`src/common/lwpc_pkg.sv`:
```
// Package: offsets, field positions and reset values of the wake/control/status bank
`default_nettype none
package lwpc_pkg;
	// =====================================================================
	// Register indices (byte address is four times the index)
	localparam logic [5:0] IDX_WAKE_EVENT_INDICATION = 6'h1B;
	localparam logic [5:0] IDX_GENERAL_CONTROL = 6'h1C;
	localparam logic [5:0] IDX_GENERAL_STATUS = 6'h1D;
	localparam logic [5:0] IDX_IRQ_STATUS = 6'h20;
	localparam logic [5:0] IDX_IRQ_CLEAR = 6'h21;
	localparam logic [5:0] IDX_IRQ_ENABLE = 6'h22;

	// =====================================================================
	// Wake indication fields
	localparam int WAKE_LINK_CHANGE_BIT = 7;
	localparam int WAKE_REMOTE_FRAME_BIT = 6;
	localparam int WAKE_FILTER_MATCH_BIT = 5;
	localparam int WAKE_EVENT_STATUS_BIT = 0;

	// =====================================================================
	// General control fields
	localparam int CTRL_LINK_IF_RESET_BIT = 3;
	localparam int CTRL_DEEP_PD_BIT = 1;

	// =====================================================================
	// General status fields
	localparam int STAT_DUPLEX_BIT = 2;
	localparam int STAT_SPEED_BIT = 1;
	localparam int STAT_LINK_BIT = 0;

	// =====================================================================
	// Interrupt status fields
	localparam int IRQ_WIDTH = 4;
	localparam int IRQ_LINK_CHANGE_BIT = 0;
	localparam int IRQ_REMOTE_FRAME_BIT = 1;
	localparam int IRQ_FILTER_MATCH_BIT = 2;
	localparam int IRQ_EVENT_STATUS_BIT = 3;

	// =====================================================================
	// Reset values and power states
	localparam logic [7:0] WAKE_RESET = 8'h00;
	localparam logic [7:0] CTRL_RESET = 8'h00;
	localparam logic [IRQ_WIDTH-1:0] IRQ_RESET = 4'h0;
	localparam logic [1:0] PSTATE_D2 = 2'h2;
	localparam logic [1:0] PSTATE_D3 = 2'h3;
endpackage
`default_nettype wire

```
`src/hdl/lwpc_regs.sv`:
```
// Wake indication, general control and general status registers on classic Wishbone
//
// The Wishbone interface to the registers is this design's own decision.
`default_nettype none
module lwpc_regs
#(
	parameter int BUS_WIDTH = 32
)
(
	input wire logic clk_sys,
	input wire logic arst_n,
	// Wishbone classic slave
	input wire logic wb_cyc_i,
	input wire logic wb_stb_i,
	input wire logic wb_we_i,
	input wire logic [7:0] wb_adr_i,
	input wire logic [BUS_WIDTH/8-1:0] wb_sel_i,
	input wire logic [BUS_WIDTH-1:0] wb_dat_i,
	output logic [BUS_WIDTH-1:0] wb_dat_o,
	output logic wb_ack_o,
	// Link and frame inputs
	input wire logic link_valid,
	input wire logic link_full_duplex,
	input wire logic link_speed_100,
	input wire logic remote_wake_frame,
	input wire logic filter_match_frame,
	// Power management context
	input wire logic event_enable,
	input wire logic event_status_clear,
	input wire logic [1:0] power_state,
	// Outputs
	output logic power_event_signal,
	output logic event_status,
	output logic link_if_reset,
	output logic deep_power_down,
	output logic irq
);

	// =====================================================================
	// Reset release
	logic [1:0] rst_sync;
	logic rst_n;

	// Both flops clear at once; release comes two edges later
	always_ff @(posedge clk_sys or negedge arst_n)
	begin
		if (!arst_n)
			rst_sync <= 2'h0;
		else
			rst_sync <= {rst_sync[0], 1'b1};
	end

	assign rst_n = rst_sync[1];

	// =====================================================================
	// Bus decode
	// Word index only; byte offsets inside a word alias
	function automatic logic hit(input logic [7:0] adr, input logic [5:0] idx);
		hit = (adr[7:2] == idx);
	endfunction

	// Write-one-to-clear strobe for one bit of the written word
	function automatic logic w1c(input logic strobe, input logic [BUS_WIDTH-1:0] data,
		input int pos);
		w1c = strobe && data[pos];
	endfunction

	// One select per register, used by the write strobes, the read mux or both
	logic at_wake;
	logic at_ctrl;
	logic at_stat;
	logic at_irq_stat;
	logic at_irq_clr;
	logic at_irq_en;

	assign at_wake = hit(wb_adr_i, lwpc_pkg::IDX_WAKE_EVENT_INDICATION);
	assign at_ctrl = hit(wb_adr_i, lwpc_pkg::IDX_GENERAL_CONTROL);
	assign at_stat = hit(wb_adr_i, lwpc_pkg::IDX_GENERAL_STATUS);
	assign at_irq_stat = hit(wb_adr_i, lwpc_pkg::IDX_IRQ_STATUS);
	assign at_irq_clr = hit(wb_adr_i, lwpc_pkg::IDX_IRQ_CLEAR);
	assign at_irq_en = hit(wb_adr_i, lwpc_pkg::IDX_IRQ_ENABLE);

	logic req;
	logic wr;
	logic wr_wake;
	logic wr_ctrl;
	logic wr_irq_clr;
	logic wr_irq_en;

	// Ack low in the taken cycle, so a held strobe is taken every other cycle
	assign req = wb_cyc_i && wb_stb_i && !wb_ack_o;
	// Registers are 8 bits wide, so only lane 0 carries a write
	assign wr = req && wb_we_i && wb_sel_i[0];
	assign wr_wake = wr && at_wake;
	assign wr_ctrl = wr && at_ctrl;
	assign wr_irq_clr = wr && at_irq_clr;
	assign wr_irq_en = wr && at_irq_en;

	// =====================================================================
	// Link change detection
	logic link_prev;
	logic link_primed;
	logic link_change;

	always_ff @(posedge clk_sys or negedge rst_n)
	begin
		if (!rst_n)
		begin
			link_prev <= 1'b0;
			link_primed <= 1'b0;
		end
		else
		begin
			link_prev <= link_valid;
			link_primed <= 1'b1;
		end
	end

	// No previous sample right after reset, so no false change then
	assign link_change = link_primed && (link_valid != link_prev);

	// =====================================================================
	// Wake indication bits; a set in the same cycle as a clear wins
	logic wake_link;
	logic wake_remote;
	logic wake_filter;
	logic any_wake;

	assign any_wake = link_change || remote_wake_frame || filter_match_frame;

	always_ff @(posedge clk_sys or negedge rst_n)
	begin
		if (!rst_n)
			wake_link <= lwpc_pkg::WAKE_RESET[lwpc_pkg::WAKE_LINK_CHANGE_BIT];
		else if (link_change)
			wake_link <= 1'b1;
		else if (w1c(wr_wake, wb_dat_i, lwpc_pkg::WAKE_LINK_CHANGE_BIT))
			wake_link <= 1'b0;
	end

	always_ff @(posedge clk_sys or negedge rst_n)
	begin
		if (!rst_n)
			wake_remote <= lwpc_pkg::WAKE_RESET[lwpc_pkg::WAKE_REMOTE_FRAME_BIT];
		else if (remote_wake_frame)
			wake_remote <= 1'b1;
		else if (w1c(wr_wake, wb_dat_i, lwpc_pkg::WAKE_REMOTE_FRAME_BIT))
			wake_remote <= 1'b0;
	end

	always_ff @(posedge clk_sys or negedge rst_n)
	begin
		if (!rst_n)
			wake_filter <= lwpc_pkg::WAKE_RESET[lwpc_pkg::WAKE_FILTER_MATCH_BIT];
		else if (filter_match_frame)
			wake_filter <= 1'b1;
		else if (w1c(wr_wake, wb_dat_i, lwpc_pkg::WAKE_FILTER_MATCH_BIT))
			wake_filter <= 1'b0;
	end

	// =====================================================================
	// Event status, shared with the power control/status register
	logic next_event_status;

	always_comb
	begin
		next_event_status = event_status;
		if (any_wake)
			next_event_status = 1'b1;
		else if (w1c(wr_wake, wb_dat_i, lwpc_pkg::WAKE_EVENT_STATUS_BIT) || event_status_clear)
			next_event_status = 1'b0;
	end

	always_ff @(posedge clk_sys or negedge rst_n)
	begin
		if (!rst_n)
			event_status <= lwpc_pkg::WAKE_RESET[lwpc_pkg::WAKE_EVENT_STATUS_BIT];
		else
			event_status <= next_event_status;
	end

	always_ff @(posedge clk_sys or negedge rst_n)
	begin
		if (!rst_n)
			power_event_signal <= 1'b0;
		else
			power_event_signal <= next_event_status && event_enable;
	end

	// =====================================================================
	// General control; reserved bits are not stored
	logic ctrl_link_reset;
	logic ctrl_deep_pd;

	always_ff @(posedge clk_sys or negedge rst_n)
	begin
		if (!rst_n)
		begin
			ctrl_link_reset <= lwpc_pkg::CTRL_RESET[lwpc_pkg::CTRL_LINK_IF_RESET_BIT];
			ctrl_deep_pd <= lwpc_pkg::CTRL_RESET[lwpc_pkg::CTRL_DEEP_PD_BIT];
		end
		else if (wr_ctrl)
		begin
			ctrl_link_reset <= wb_dat_i[lwpc_pkg::CTRL_LINK_IF_RESET_BIT];
			ctrl_deep_pd <= wb_dat_i[lwpc_pkg::CTRL_DEEP_PD_BIT];
		end
	end

	// Link interface reset follows the control bit one cycle later
	always_ff @(posedge clk_sys or negedge rst_n)
	begin
		if (!rst_n)
			link_if_reset <= 1'b0;
		else
			link_if_reset <= ctrl_link_reset;
	end

	// Permission only; the power sequencer decides when to enter the state
	always_ff @(posedge clk_sys or negedge rst_n)
	begin
		if (!rst_n)
			deep_power_down <= 1'b0;
		else
			deep_power_down <= ctrl_deep_pd && !link_valid &&
				(power_state == lwpc_pkg::PSTATE_D2 || power_state == lwpc_pkg::PSTATE_D3);
	end

	// =====================================================================
	// Interrupt status, clear and enable
	logic [lwpc_pkg::IRQ_WIDTH-1:0] irq_events;
	logic [lwpc_pkg::IRQ_WIDTH-1:0] irq_status;
	logic [lwpc_pkg::IRQ_WIDTH-1:0] irq_enable;
	logic event_rise;

	// Rising edge only, so a status held high raises one interrupt
	assign event_rise = next_event_status && !event_status;
	assign irq_events[lwpc_pkg::IRQ_LINK_CHANGE_BIT] = link_change;
	assign irq_events[lwpc_pkg::IRQ_REMOTE_FRAME_BIT] = remote_wake_frame;
	assign irq_events[lwpc_pkg::IRQ_FILTER_MATCH_BIT] = filter_match_frame;
	assign irq_events[lwpc_pkg::IRQ_EVENT_STATUS_BIT] = event_rise;

	// Set wins, so an event in the clear cycle is kept
	genvar gi;
	generate
		for (gi = 0; gi < lwpc_pkg::IRQ_WIDTH; gi++)
		begin : g_irq
			always_ff @(posedge clk_sys or negedge rst_n)
			begin
				if (!rst_n)
					irq_status[gi] <= lwpc_pkg::IRQ_RESET[gi];
				else if (irq_events[gi])
					irq_status[gi] <= 1'b1;
				else if (w1c(wr_irq_clr, wb_dat_i, gi))
					irq_status[gi] <= 1'b0;
			end
		end
	endgenerate

	// Enable reads back so software can save and restore it
	always_ff @(posedge clk_sys or negedge rst_n)
	begin
		if (!rst_n)
			irq_enable <= lwpc_pkg::IRQ_RESET;
		else if (wr_irq_en)
			irq_enable <= wb_dat_i[lwpc_pkg::IRQ_WIDTH-1:0];
	end

	always_ff @(posedge clk_sys or negedge rst_n)
	begin
		if (!rst_n)
			irq <= 1'b0;
		else
			irq <= |(irq_status & irq_enable);
	end

	// =====================================================================
	// Read data and acknowledge
	logic [7:0] rd_byte;

	always_comb
	begin
		rd_byte = 8'h00;
		if (at_wake)
		begin
			rd_byte[lwpc_pkg::WAKE_LINK_CHANGE_BIT] = wake_link;
			rd_byte[lwpc_pkg::WAKE_REMOTE_FRAME_BIT] = wake_remote;
			rd_byte[lwpc_pkg::WAKE_FILTER_MATCH_BIT] = wake_filter;
			rd_byte[lwpc_pkg::WAKE_EVENT_STATUS_BIT] = event_status;
		end
		else if (at_ctrl)
		begin
			rd_byte[lwpc_pkg::CTRL_LINK_IF_RESET_BIT] = ctrl_link_reset;
			rd_byte[lwpc_pkg::CTRL_DEEP_PD_BIT] = ctrl_deep_pd;
		end
		else if (at_stat)
		begin
			rd_byte[lwpc_pkg::STAT_DUPLEX_BIT] = link_full_duplex;
			rd_byte[lwpc_pkg::STAT_SPEED_BIT] = link_speed_100;
			rd_byte[lwpc_pkg::STAT_LINK_BIT] = link_valid;
		end
		else if (at_irq_stat)
			rd_byte[lwpc_pkg::IRQ_WIDTH-1:0] = irq_status;
		else if (at_irq_en)
			rd_byte[lwpc_pkg::IRQ_WIDTH-1:0] = irq_enable;
	end

	// Every address answers; unmapped ones read zero and ignore writes
	always_ff @(posedge clk_sys or negedge rst_n)
	begin
		if (!rst_n)
			wb_ack_o <= 1'b0;
		else
			wb_ack_o <= req;
	end

	// Read data holds between reads; writes leave it alone
	always_ff @(posedge clk_sys or negedge rst_n)
	begin
		if (!rst_n)
			wb_dat_o <= {BUS_WIDTH{1'b0}};
		else if (req && !wb_we_i)
			wb_dat_o <= {{(BUS_WIDTH-8){1'b0}}, rd_byte};
	end

endmodule
`default_nettype wire

```
`config.mk`:
```
export PLATFORM = sky130hd
export DESIGN_NAME = lwpc_regs
export DESIGN_NICKNAME = d
export VERILOG_FILES = /design/src/common/lwpc_pkg.sv /design/src/hdl/lwpc_regs.sv
export SDC_FILE = /design/constraint.sdc
export NUM_CORES = 1
export LEC_CHECK = 0
export BUFFER_PORTS_ARGS = -buffer_cell sky130_fd_sc_hd__buf_2
export CAP_MARGIN = 15
export CORE_ASPECT_RATIO = 0.6
export CORE_MARGIN = 2
export CORE_UTILIZATION = 25
export CTS_CLUSTER_DIAMETER = 80
export CTS_CLUSTER_SIZE = 25
export DETAILED_ROUTE_END_ITERATION = 10
export GPL_ROUTABILITY_DRIVEN = 0
export GPL_TIMING_DRIVEN = 1
export PLACE_DENSITY = 0.53
export RECOVER_POWER = 50
export SKIP_LAST_GASP = 1
export SLEW_MARGIN = 10
export SYNTH_ARGS = -nofsm -noshare
export SYNTH_HDL_FRONTEND = slang
export SYNTH_SLANG_ARGS = --single-unit
export TNS_END_PERCENT = 1
```
`constraint.sdc`:
```
create_clock -name clk_sys -period 2.55 [get_ports clk_sys]
set_input_delay 0.1275 -clock clk_sys [delete_from_list [all_inputs] [get_ports clk_sys]]
set_output_delay 0.1275 -clock clk_sys [all_outputs]
set_load 0.01 [all_outputs]
```
==> results of run 1 <==
[final cells by class]
type                    instances  area [µm²]  area share
multi-input cells              98         653       0.356
inverters                       2        7.51     0.00409
clock buffers                   5        68.8      0.0375
flip-flops and latches         30         751       0.409
repair buffers                 42         214       0.117
well taps                      80         100      0.0546
clock inverters                 3        40.0      0.0218
[worst paths after layout]
path	to	cells after the start	from
max in group asynchronous	link_prev	1	rst_sync[1]
worst max-delay path	ctrl_link_reset	4	wb_ack_o
worst min register to register	rst_sync[1]	0	rst_sync[0]
worst min-delay path	power_event_signal	2	event_enable
min in group asynchronous	rst_sync[0]	2	arst_n
worst max register to register	ctrl_link_reset	4	wb_ack_o
[metrics by stage]
stage | hold WS, ns | total power [W] | util
after global placement | -0.0847 | 0.000615 | 0.302
after floorplan | -0.168 | 0.000594 | -
after global routing | 0.0762 | 0.00113 | 0.322
final | 0.0508 | 0.00108 | 0.322
after detailed placement | -0.0832 | 0.000616 | 0.302
after CTS | 0.0439 | 0.00110 | 0.323
[routing by layer]
layer,vias to the layer above,part of all wire,track usage
met5,-,0,0
met2,31,0.40,0.142
li1,510,-,-
met4,0,0.0062,0.0253
met3,3,0.060,0.0378
met1,498,0.53,0.153
[flip-flops by register name, summed over array words and instances, names as in the netlist]
name,count
wb_dat_o,7
wake_filter,1
power_event_signal,1
link_primed,1
irq_status,4
deep_power_down,1
ctrl_link_reset,1
irq_enable,4
rst_sync,2
wake_remote,1
wb_ack_o,1
ctrl_deep_pd,1
wake_link,1
link_prev,1
event_status,1
irq,1
link_if_reset,1
[report_power, final]
group,total [W],switching [W],internal [W]
clock,0.000472,0.000185,0.000287
sequential,0.000497,0.00000715,0.000490
combinational,0.000110,0.0000703,0.0000397
total,0.00108,0.000262,0.000816
[cells in the mapped netlist, drive strengths merged, types with 2 or more instances]
cell	n	area (µm²)
mux2i	2	20.0
conb	2	7.51
a22o	3	26.3
nand2b	3	18.8
nor2	4	22.5
o31ai	2	15.0
o21ai	3	15.0
nand3	5	37.5
mux2	8	105
a32oi	2	17.5
a21oi	2	10.0
nor4	2	27.5
nor3	2	10.0
inv	2	7.51
dfrtp	30	751
and2	2	12.5
nand2	10	37.5
a21o	6	45.0
buf	26	193
a22oi	3	22.5
[worst register-to-register path, cell delays in order, from the launching register on]
cell	delay, ns
dfrtp_1	0.38
nand3b_1	0.30
nor2_1	0.41
and3_1	0.28
mux2_1	0.33
[cell families (layout without fill, tap and decap cells)]
family          Yosys count  count (layout)
compound gates           24              24
xor+xnor                  1               1
buf+inv                  29              52
flops                    30              30
mux                      10              10
other cells               2              27
simple gates             36              36
[repair_timing]
| item | CTS | global route |
|---|---|---|
| gates resized for setup | 0 | 0 |
| hold endpoints to repair | 2 | 0 |
| hold buffers | 1 | 0 |
==> flow_results.org, run 1 <==
** Outcome
- The run finished, with violations left.
- Failing checks :: max-capacitance violations, max-slew violations

** Route
- Pre-Repair DR Iteration Count :: 4
- Final routed DRC violation total :: 0
- In the final routed layout, each cell accounts on average for around 13 µm.
- Detailed routing inserted a total of 1042 vias.
- The final layout contains routed wiring with a total length of around 3400 µm.
- Using the TritonRoute via totals, the vias-per-cell ratio works out to about 4.0.
- Initial drt markers :: 54
- In this run the remaining antenna-violating nets after routing total 0.

** Synthesis
- Part of the Yosys area used for sequential elements :: 0.496
- The most used flip-flop cell after synthesis is dfrtp_1.
- Main combinational cell family by area after synthesis :: simple AND/OR/NAND/NOR gates
- After technology mapping, the gate count stands at between 100 and 150.
- Synth unique cells :: 39
- Counting flops with an async set or reset pin after synthesis yields a share of 1.00.
- In this run, synthesis inferred 0 flip-flops with an integrated enable.
- Of the total synthesized cell area, the portion taken by AND, OR, NAND and NOR gates is 0.161.
- Post-synthesis adder-cell area fraction :: 0
- Multiplexer area fraction after synthesis :: 0.0826
- In this run, synthesis produced a sequential element count of 30.
- Post-synthesis area per instance :: roughly 11 µm²
- During synthesis, Yosys emitted a total of 0 warnings.
- Post-synthesis instance area :: 0.00151 mm²
- Of the total synthesized cell area, the portion taken by XOR and XNOR cells is 0.00579.
- Share of the synthesized area in compound gates (AO/OA/AOI/OAI) :: 0.115

** Place
- At the placement stage, the worst setup path has a slack of around 0.76 ns.
- Summing all placed instances gives a cell area of between 0.0015 and 0.002 mm².
- Detailed placement ended at an HPWL of between 2000 and 3000 µm.
- The number of placed instances, taps included, is between 200 and 300.
- Port buffering added 39 buffers.

** Clocking
- TritonCTS built the clock tree.
- Buffers added to address setup during post-CTS repair amount to 0.
- TritonCTS buffer count :: 5
- Clock latency reported for the late side of the worst-skew pair :: about 0.28 ns
- The H-tree generated during clock tree synthesis spans 2 levels.
- Num Clock Sinks :: 30
- After clock tree synthesis, the clock-pin slew on the worst setup and hold paths is 0.07 ns.
- The cell sitting at the root of the clock tree is a clkbuf_8.
- Maximum count of clock buffers along a single path :: 2

** Setup path
- Critical Path Source Type :: flop
- Flop2flop setup slack :: about 0.74 ns
- STA classifies the critical path endpoint as a flop.
- Critical Path RT :: 2.71 ns
- Number of buffers and inverters on the critical path :: 0
- Path type of the worst setup path :: reg2reg
- In this design, the stage delay of the slowest critical-path cell is 0.41 ns.
- Delay-heaviest family, CP :: simple AND/OR/NAND/NOR gates
- Maximum fanout along the worst path :: 5
- For this design, the slowest cell found on the critical path is nor2_1.
- Data arrives at the worst endpoint at between 1.5 and 2 ns.
- Critical Path, Cell by Cell :: nand3b_1 > nor2_1 > and3_1 > mux2_1

** Power and ir drop
- Power spread over the standard cell area amounts to between 500 and 600 mW/mm².
- Cell leakage power :: 0.883 nW
- Across the VDD grid, the largest voltage drop is 0.000210 V.

** GRT
- The first global-routing pass estimated around 5300 µm of wire.
- Antenna violations before repair :: 0
- Global Route Usage Sum :: 0.104
- Number of global-route vias before repair :: 1003
- Largest net degree at the start of global routing :: 29
- Leftover overflow at the end of global routing :: 0

** Hold path
- Hold Path Class :: in2reg

** Floorplanning
- The die is 64.3 µm tall.
- For this configuration, the core starts out at a cell density of 0.266.
- Number of placement rows :: 21
- Die Span X :: between 100 and 150 µm
- Area of the die :: approximately 0.0067 mm²
- The core region is approximately 0.0057 mm².
- I/O Pins :: 96

** Cells and area
- In the final design database the tool counted roughly 240 nets.
- The number of antenna diodes in the final layout is 0.
- Counting the fill cells in the layout gives roughly 610.
- Ratio of cells with drive above 1 in the final layout :: 0.322
- Area added between synthesis and finish :: 21.2%
- Commonest non-fill, non-tap cells in the layout :: 37 x buf_2, 30 x dfrtp_1, 27 x conb_1, 10 x nand2_1, 6 x a21o_1
- Summing all non-filler instances in the final layout gives an area of 0.00183 mm².
- The finished layout holds 260 standard cells, fillers aside.
- Commonest non-fill, non-tap cell in the layout :: buf_2

** Timing
- Final-report hold violation count :: 0
- At the pin with the least slew margin, the transition time is between 1.5 and 2 ns.
- Based on the critical path, the design can be clocked at up to around 550 MHz.
- Summed over all failing endpoints, the final setup total negative slack is 0 ns.
- Slew headroom :: -0.0150
- RSZ-0062 raised after global routing :: false
- The max-slew violation count was 29.
- Setup slack closes at 0.737 ns.
- Ratio of final minimum period to clock period :: 0.711
- Across the routed clock network, the largest skew measured is between 0.005 and 0.006 ns.
- Finish-stage setup viols :: 0
- The worst path in the final design needs a cycle of between 1.5 and 2 ns, including I/O delays and setup.

** Flow run
- The tool flagged a number of max-cap violations equal to 1.
No activity file was read; power rests on OpenSTA's default activity.
==> run 2, diff against run 1 <==
==> constraint.sdc (replaced) <==
create_clock -name clk_sys -period 1.7 [get_ports clk_sys]
set_input_delay 0.085 -clock clk_sys [delete_from_list [all_inputs] [get_ports clk_sys]]
set_output_delay 0.085 -clock clk_sys [all_outputs]
set_load 0.01 [all_outputs]
==> run 2 against run 1 <==
Against the previous run:
- sequential share of layout area shrank 0.41 points
- utilization rose by 0.33 points
- the flow now finishes without violations
- register-to-register slack lost 0.63 ns
- wire length grew 2.3%
- clock power grew 24%
- die area unchanged
- worst hold slack got worse by 0.035 ns
- count of clock-buffer cells in the layout increased by 2
- first-iteration DRC count decreased by 50%
- via count up 1.8%
==> flow_results.org, run 2 (synthesized netlist as in run 1, its figures left out) <==
** Outcome
- The flow ran to the end, and the final reports show no timing, DRC or antenna violations.

** Floorplanning
- Die Span X :: 104 µm (unchanged)
- I/O Pins :: 96 (unchanged)
- Number of placement rows :: 21 (unchanged)
- The vertical extent of the die is 64.3 µm (unchanged).
- The core area is 0.00570 mm² (unchanged).
- The die area was 0.00672 mm² (unchanged).
- The initial cell density of the core came to 0.266 (unchanged).

** GRT
- The fraction of met2 tracks used by global routing is 0.130 (-0.0123).
- The wire length of the first global-routing pass came to 5120 µm (-2.6%).
- The overall overflow remaining after global route came to 0 (unchanged).
- The via count of the first global-routing pass is 942 (-6.1%).
- The maximum number of pins on one net before global-route repair is 29 (unchanged).
- The all-layer global routing usage was 0.102 (-0.00224).
- The met1 track demand over resource is 0.154 (+0.00116).
- The initial antenna violation count was 0 (unchanged).
- The global routing usage on met3 was 0.0408 (+0.00306).
- The layer flagged by global routing as most heavily used is met1.

** Flow run
- The number of max-capacitance violations reported was 0 (-1).

** Setup path
- The path depth of the worst reg2reg path was 5 (+1).
- STA classifies the critical path startpoint as a flop.
- Worst EP arrival :: 1.75 ns (-0.23 ns)
- Path type of the worst setup path :: reg2reg
- Total number of cells along the worst setup path :: 5 (+1)
- The flop-to-flop setup slack came to 0.11 ns (-0.63 ns).
- On the critical path the largest part of the delay comes from simple AND/OR/NAND/NOR gates.
- STA classifies the critical path endpoint as a flop.
- Worst flop-to-flop path startpoint :: wb_ack_o
- Critical Path, Cell by Cell :: nand3b_1 > nor2_2 > buf_4 > nand3_4 > mux2_4
- Reg2reg end :: irq_enable[3]
- The largest stage delay on the critical path was 0.39 ns (-0.02 ns).
- The required time reported for the critical path endpoint was 1.86 ns (-0.85 ns).
- Among all stages on the critical path, the largest delay is contributed by dfrtp_1.
- The worst path buffer plus inverter count is 1 (+1).
- The maximum fanout along the worst path was 4 (-1).

** Route
- Vias :: 1061 (+1.8%)
- Number of nets with antenna violations after routing :: 0 (unchanged)
- Post-detailed-route wirelength per cell :: 13.1 µm (+0.75%)
- Via/cell ratio :: 4.02 (+0.28%)
- DRT Wirelength :: 3460 µm (+2.3%)
- The count of unresolved DRC violations after routing came to 0 (unchanged).
- The number of detailed-route iterations in the first pass was 4 (unchanged).
- Initial drt markers :: 27 (-50%)

** Cells and area
- The fill cell total of the finished layout is 615 (+1.7%).
- In the final layout, the registers with the most flip-flops are wb_dat_o (7), irq_enable (4), irq_status (4).
- wb_dat_o holds more flip-flops than any other register.
- Commonest non-fill, non-tap cells in the layout :: 37 x buf_2, 30 x dfrtp_1, 27 x conb_1, 10 x nand2_1
- The number of flip-flops in the largest register is 7 (unchanged).
- Area added between synthesis and finish :: 22.4%
- Antenna diode instance count :: 0 (unchanged)
- Commonest non-fill, non-tap cell in the layout :: buf_2
- Final Net Count :: 241 (+1.7%)
- The fraction of layout cells with a size suffix above 1 is 0.337 (+0.0147).

** Clocking
- The buffers inserted during post-CTS setup optimization was 0 (unchanged).
- The maximum root-to-sink buffer count is 2 (unchanged).
- Clock latency reported for the late side of the worst-skew pair :: 0.28 ns (about the same)
- Root buffer cell :: clkbuf_8
- TritonCTS buffer count :: 5 (unchanged)
- Deepest level of the CTS H-tree :: 2 (unchanged)
- TritonCTS built the clock tree.
- Num Clock Sinks :: 30 (unchanged)
- The post-CTS clock slew at the launch and capture registers of the worst setup and hold paths is 0.06 ns (about the same).

** Hold path
- The number of cells on the worst hold path is 2 (unchanged).
- Hold Startpoint :: event_enable
- In this run the worst hold path is classified as in2reg.
- For hold timing, the worst endpoint is power_event_signal.

** Timing
- The achievable clock frequency came to 628 MHz (+14%).
- Final-report hold violation count :: 0 (unchanged)
- The final number of setup-violating endpoints came to 0 (unchanged).
- The headroom to the max-slew limit was 0.533 (+0.548).
- Ratio of final minimum period to clock period :: 0.937 (+0.226)
- The measured slew at the worst slew-check pin was 0.701 ns (-0.821 ns).
- The total negative slack was 0 ns (unchanged).
- Period minus WS final :: 1.59 ns (-0.220 ns)
- RSZ-0062 raised after global routing :: false
- Setup skew after layout :: 0.00743 ns (+0.00237 ns)
- The max-slew violation count was 0 (-100%).

** Power and ir drop
- The leakage power was 0.897 nW (+1.5%).
- The power density over cell area was 810 mW/mm² (+38%).
- Peak ir drop on the vdd network :: 0.000268 V (+28%)
- Overall power of the completed layout :: 0.00150 W (+39%)

** Place
- Count of input and output buffers :: 39 (unchanged)
- The HPWL reported at the end of detailed placement is 2750 µm (+1.7%).
## run 2: changes by cell type in the layout (fill, tap and decap cells not counted)
cell,delta
clkbuf_2,+1
nor2_2,+1
bufinv_16,-1
clkinv_2,-1
dlygate4sd3_1,+1
buf_4,+3
clkbuf_8,+1
nor2_1,-1
## run 2: cell type report
cell class,count,area [µm²],share of cell area
clock inverters,1,5.00,0.00270
multi-input cells,98,656,0.354
repair buffers,46,248,0.134
inverters,2,7.51,0.00405
clock buffers,7,86.3,0.0466
flip-flops and latches,30,751,0.405
well taps,80,100,0.0540
## run 2: how the worst max path moves through the flow
stage | from | end | slack [ns]
2_1_floorplan | wb_ack_o | ctrl_deep_pd | 0.05
3_3_place_gp | wb_ack_o | irq_enable[3] | 0.09
3_5_place_dp | wb_ack_o | irq_enable[3] | 0.12
4_1_cts | wb_ack_o | irq_enable[3] | 0.07
5_1_grt | wb_ack_o | irq_enable[2] | 0.009
6_report | wb_ack_o | irq_enable[3] | 0.11
## run 2: per-stage QoR
| stage | instances | setup WS (ns) | utilization | hold slack (ns) | instance area (µm²) |
|---|---|---|---|---|---|
| floorplan | 157 | 0.0533 | - | -0.211 | 1610 |
| global placement | 254 | 0.0950 | 0.306 | -0.128 | 1740 |
| detailed placement | 254 | 0.123 | 0.306 | -0.128 | 1740 |
| CTS | 263 | 0.0701 | 0.324 | 0.00448 | 1850 |
| global route | 264 | 0.00930 | 0.325 | 0.0212 | 1850 |
| finish | 264 | 0.107 | 0.325 | 0.0160 | 1850 |
## run 2: where the power goes
group	internal [W]	switching (W)	total [W]
clock network	0.000326	0.000258	0.000584
registers	0.000735	0.0000113	0.000746
logic	0.0000632	0.000108	0.000171
total	0.00112	0.000377	0.00150
## run 2: per-layer routing
metal,part of all wire,routed length [µm],vias up
met1,0.54,1860,505
met5,0,0,-
li1,-,-,518
met4,0.0035,12,0
met2,0.40,1370,36
met3,0.063,217,2
## run 2: repair_timing
| item | in CTS | in global routing |
|---|---|---|
| gates resized for setup | 0 | 1 |
| setup endpoints to repair | 0 | 6 |
| hold endpoints to repair | 2 | 1 |
| hold buffers | 1 | 1 |
## run 2: worst register-to-register path: cells and delay by family, from the launching register on
family | cells | cell delay (ns)
buffers and inverters | 1 | 0.15
multiplexers | 1 | 0.33
flip-flops | 1 | 0.39
AND/OR/NAND/NOR | 3 | 0.61
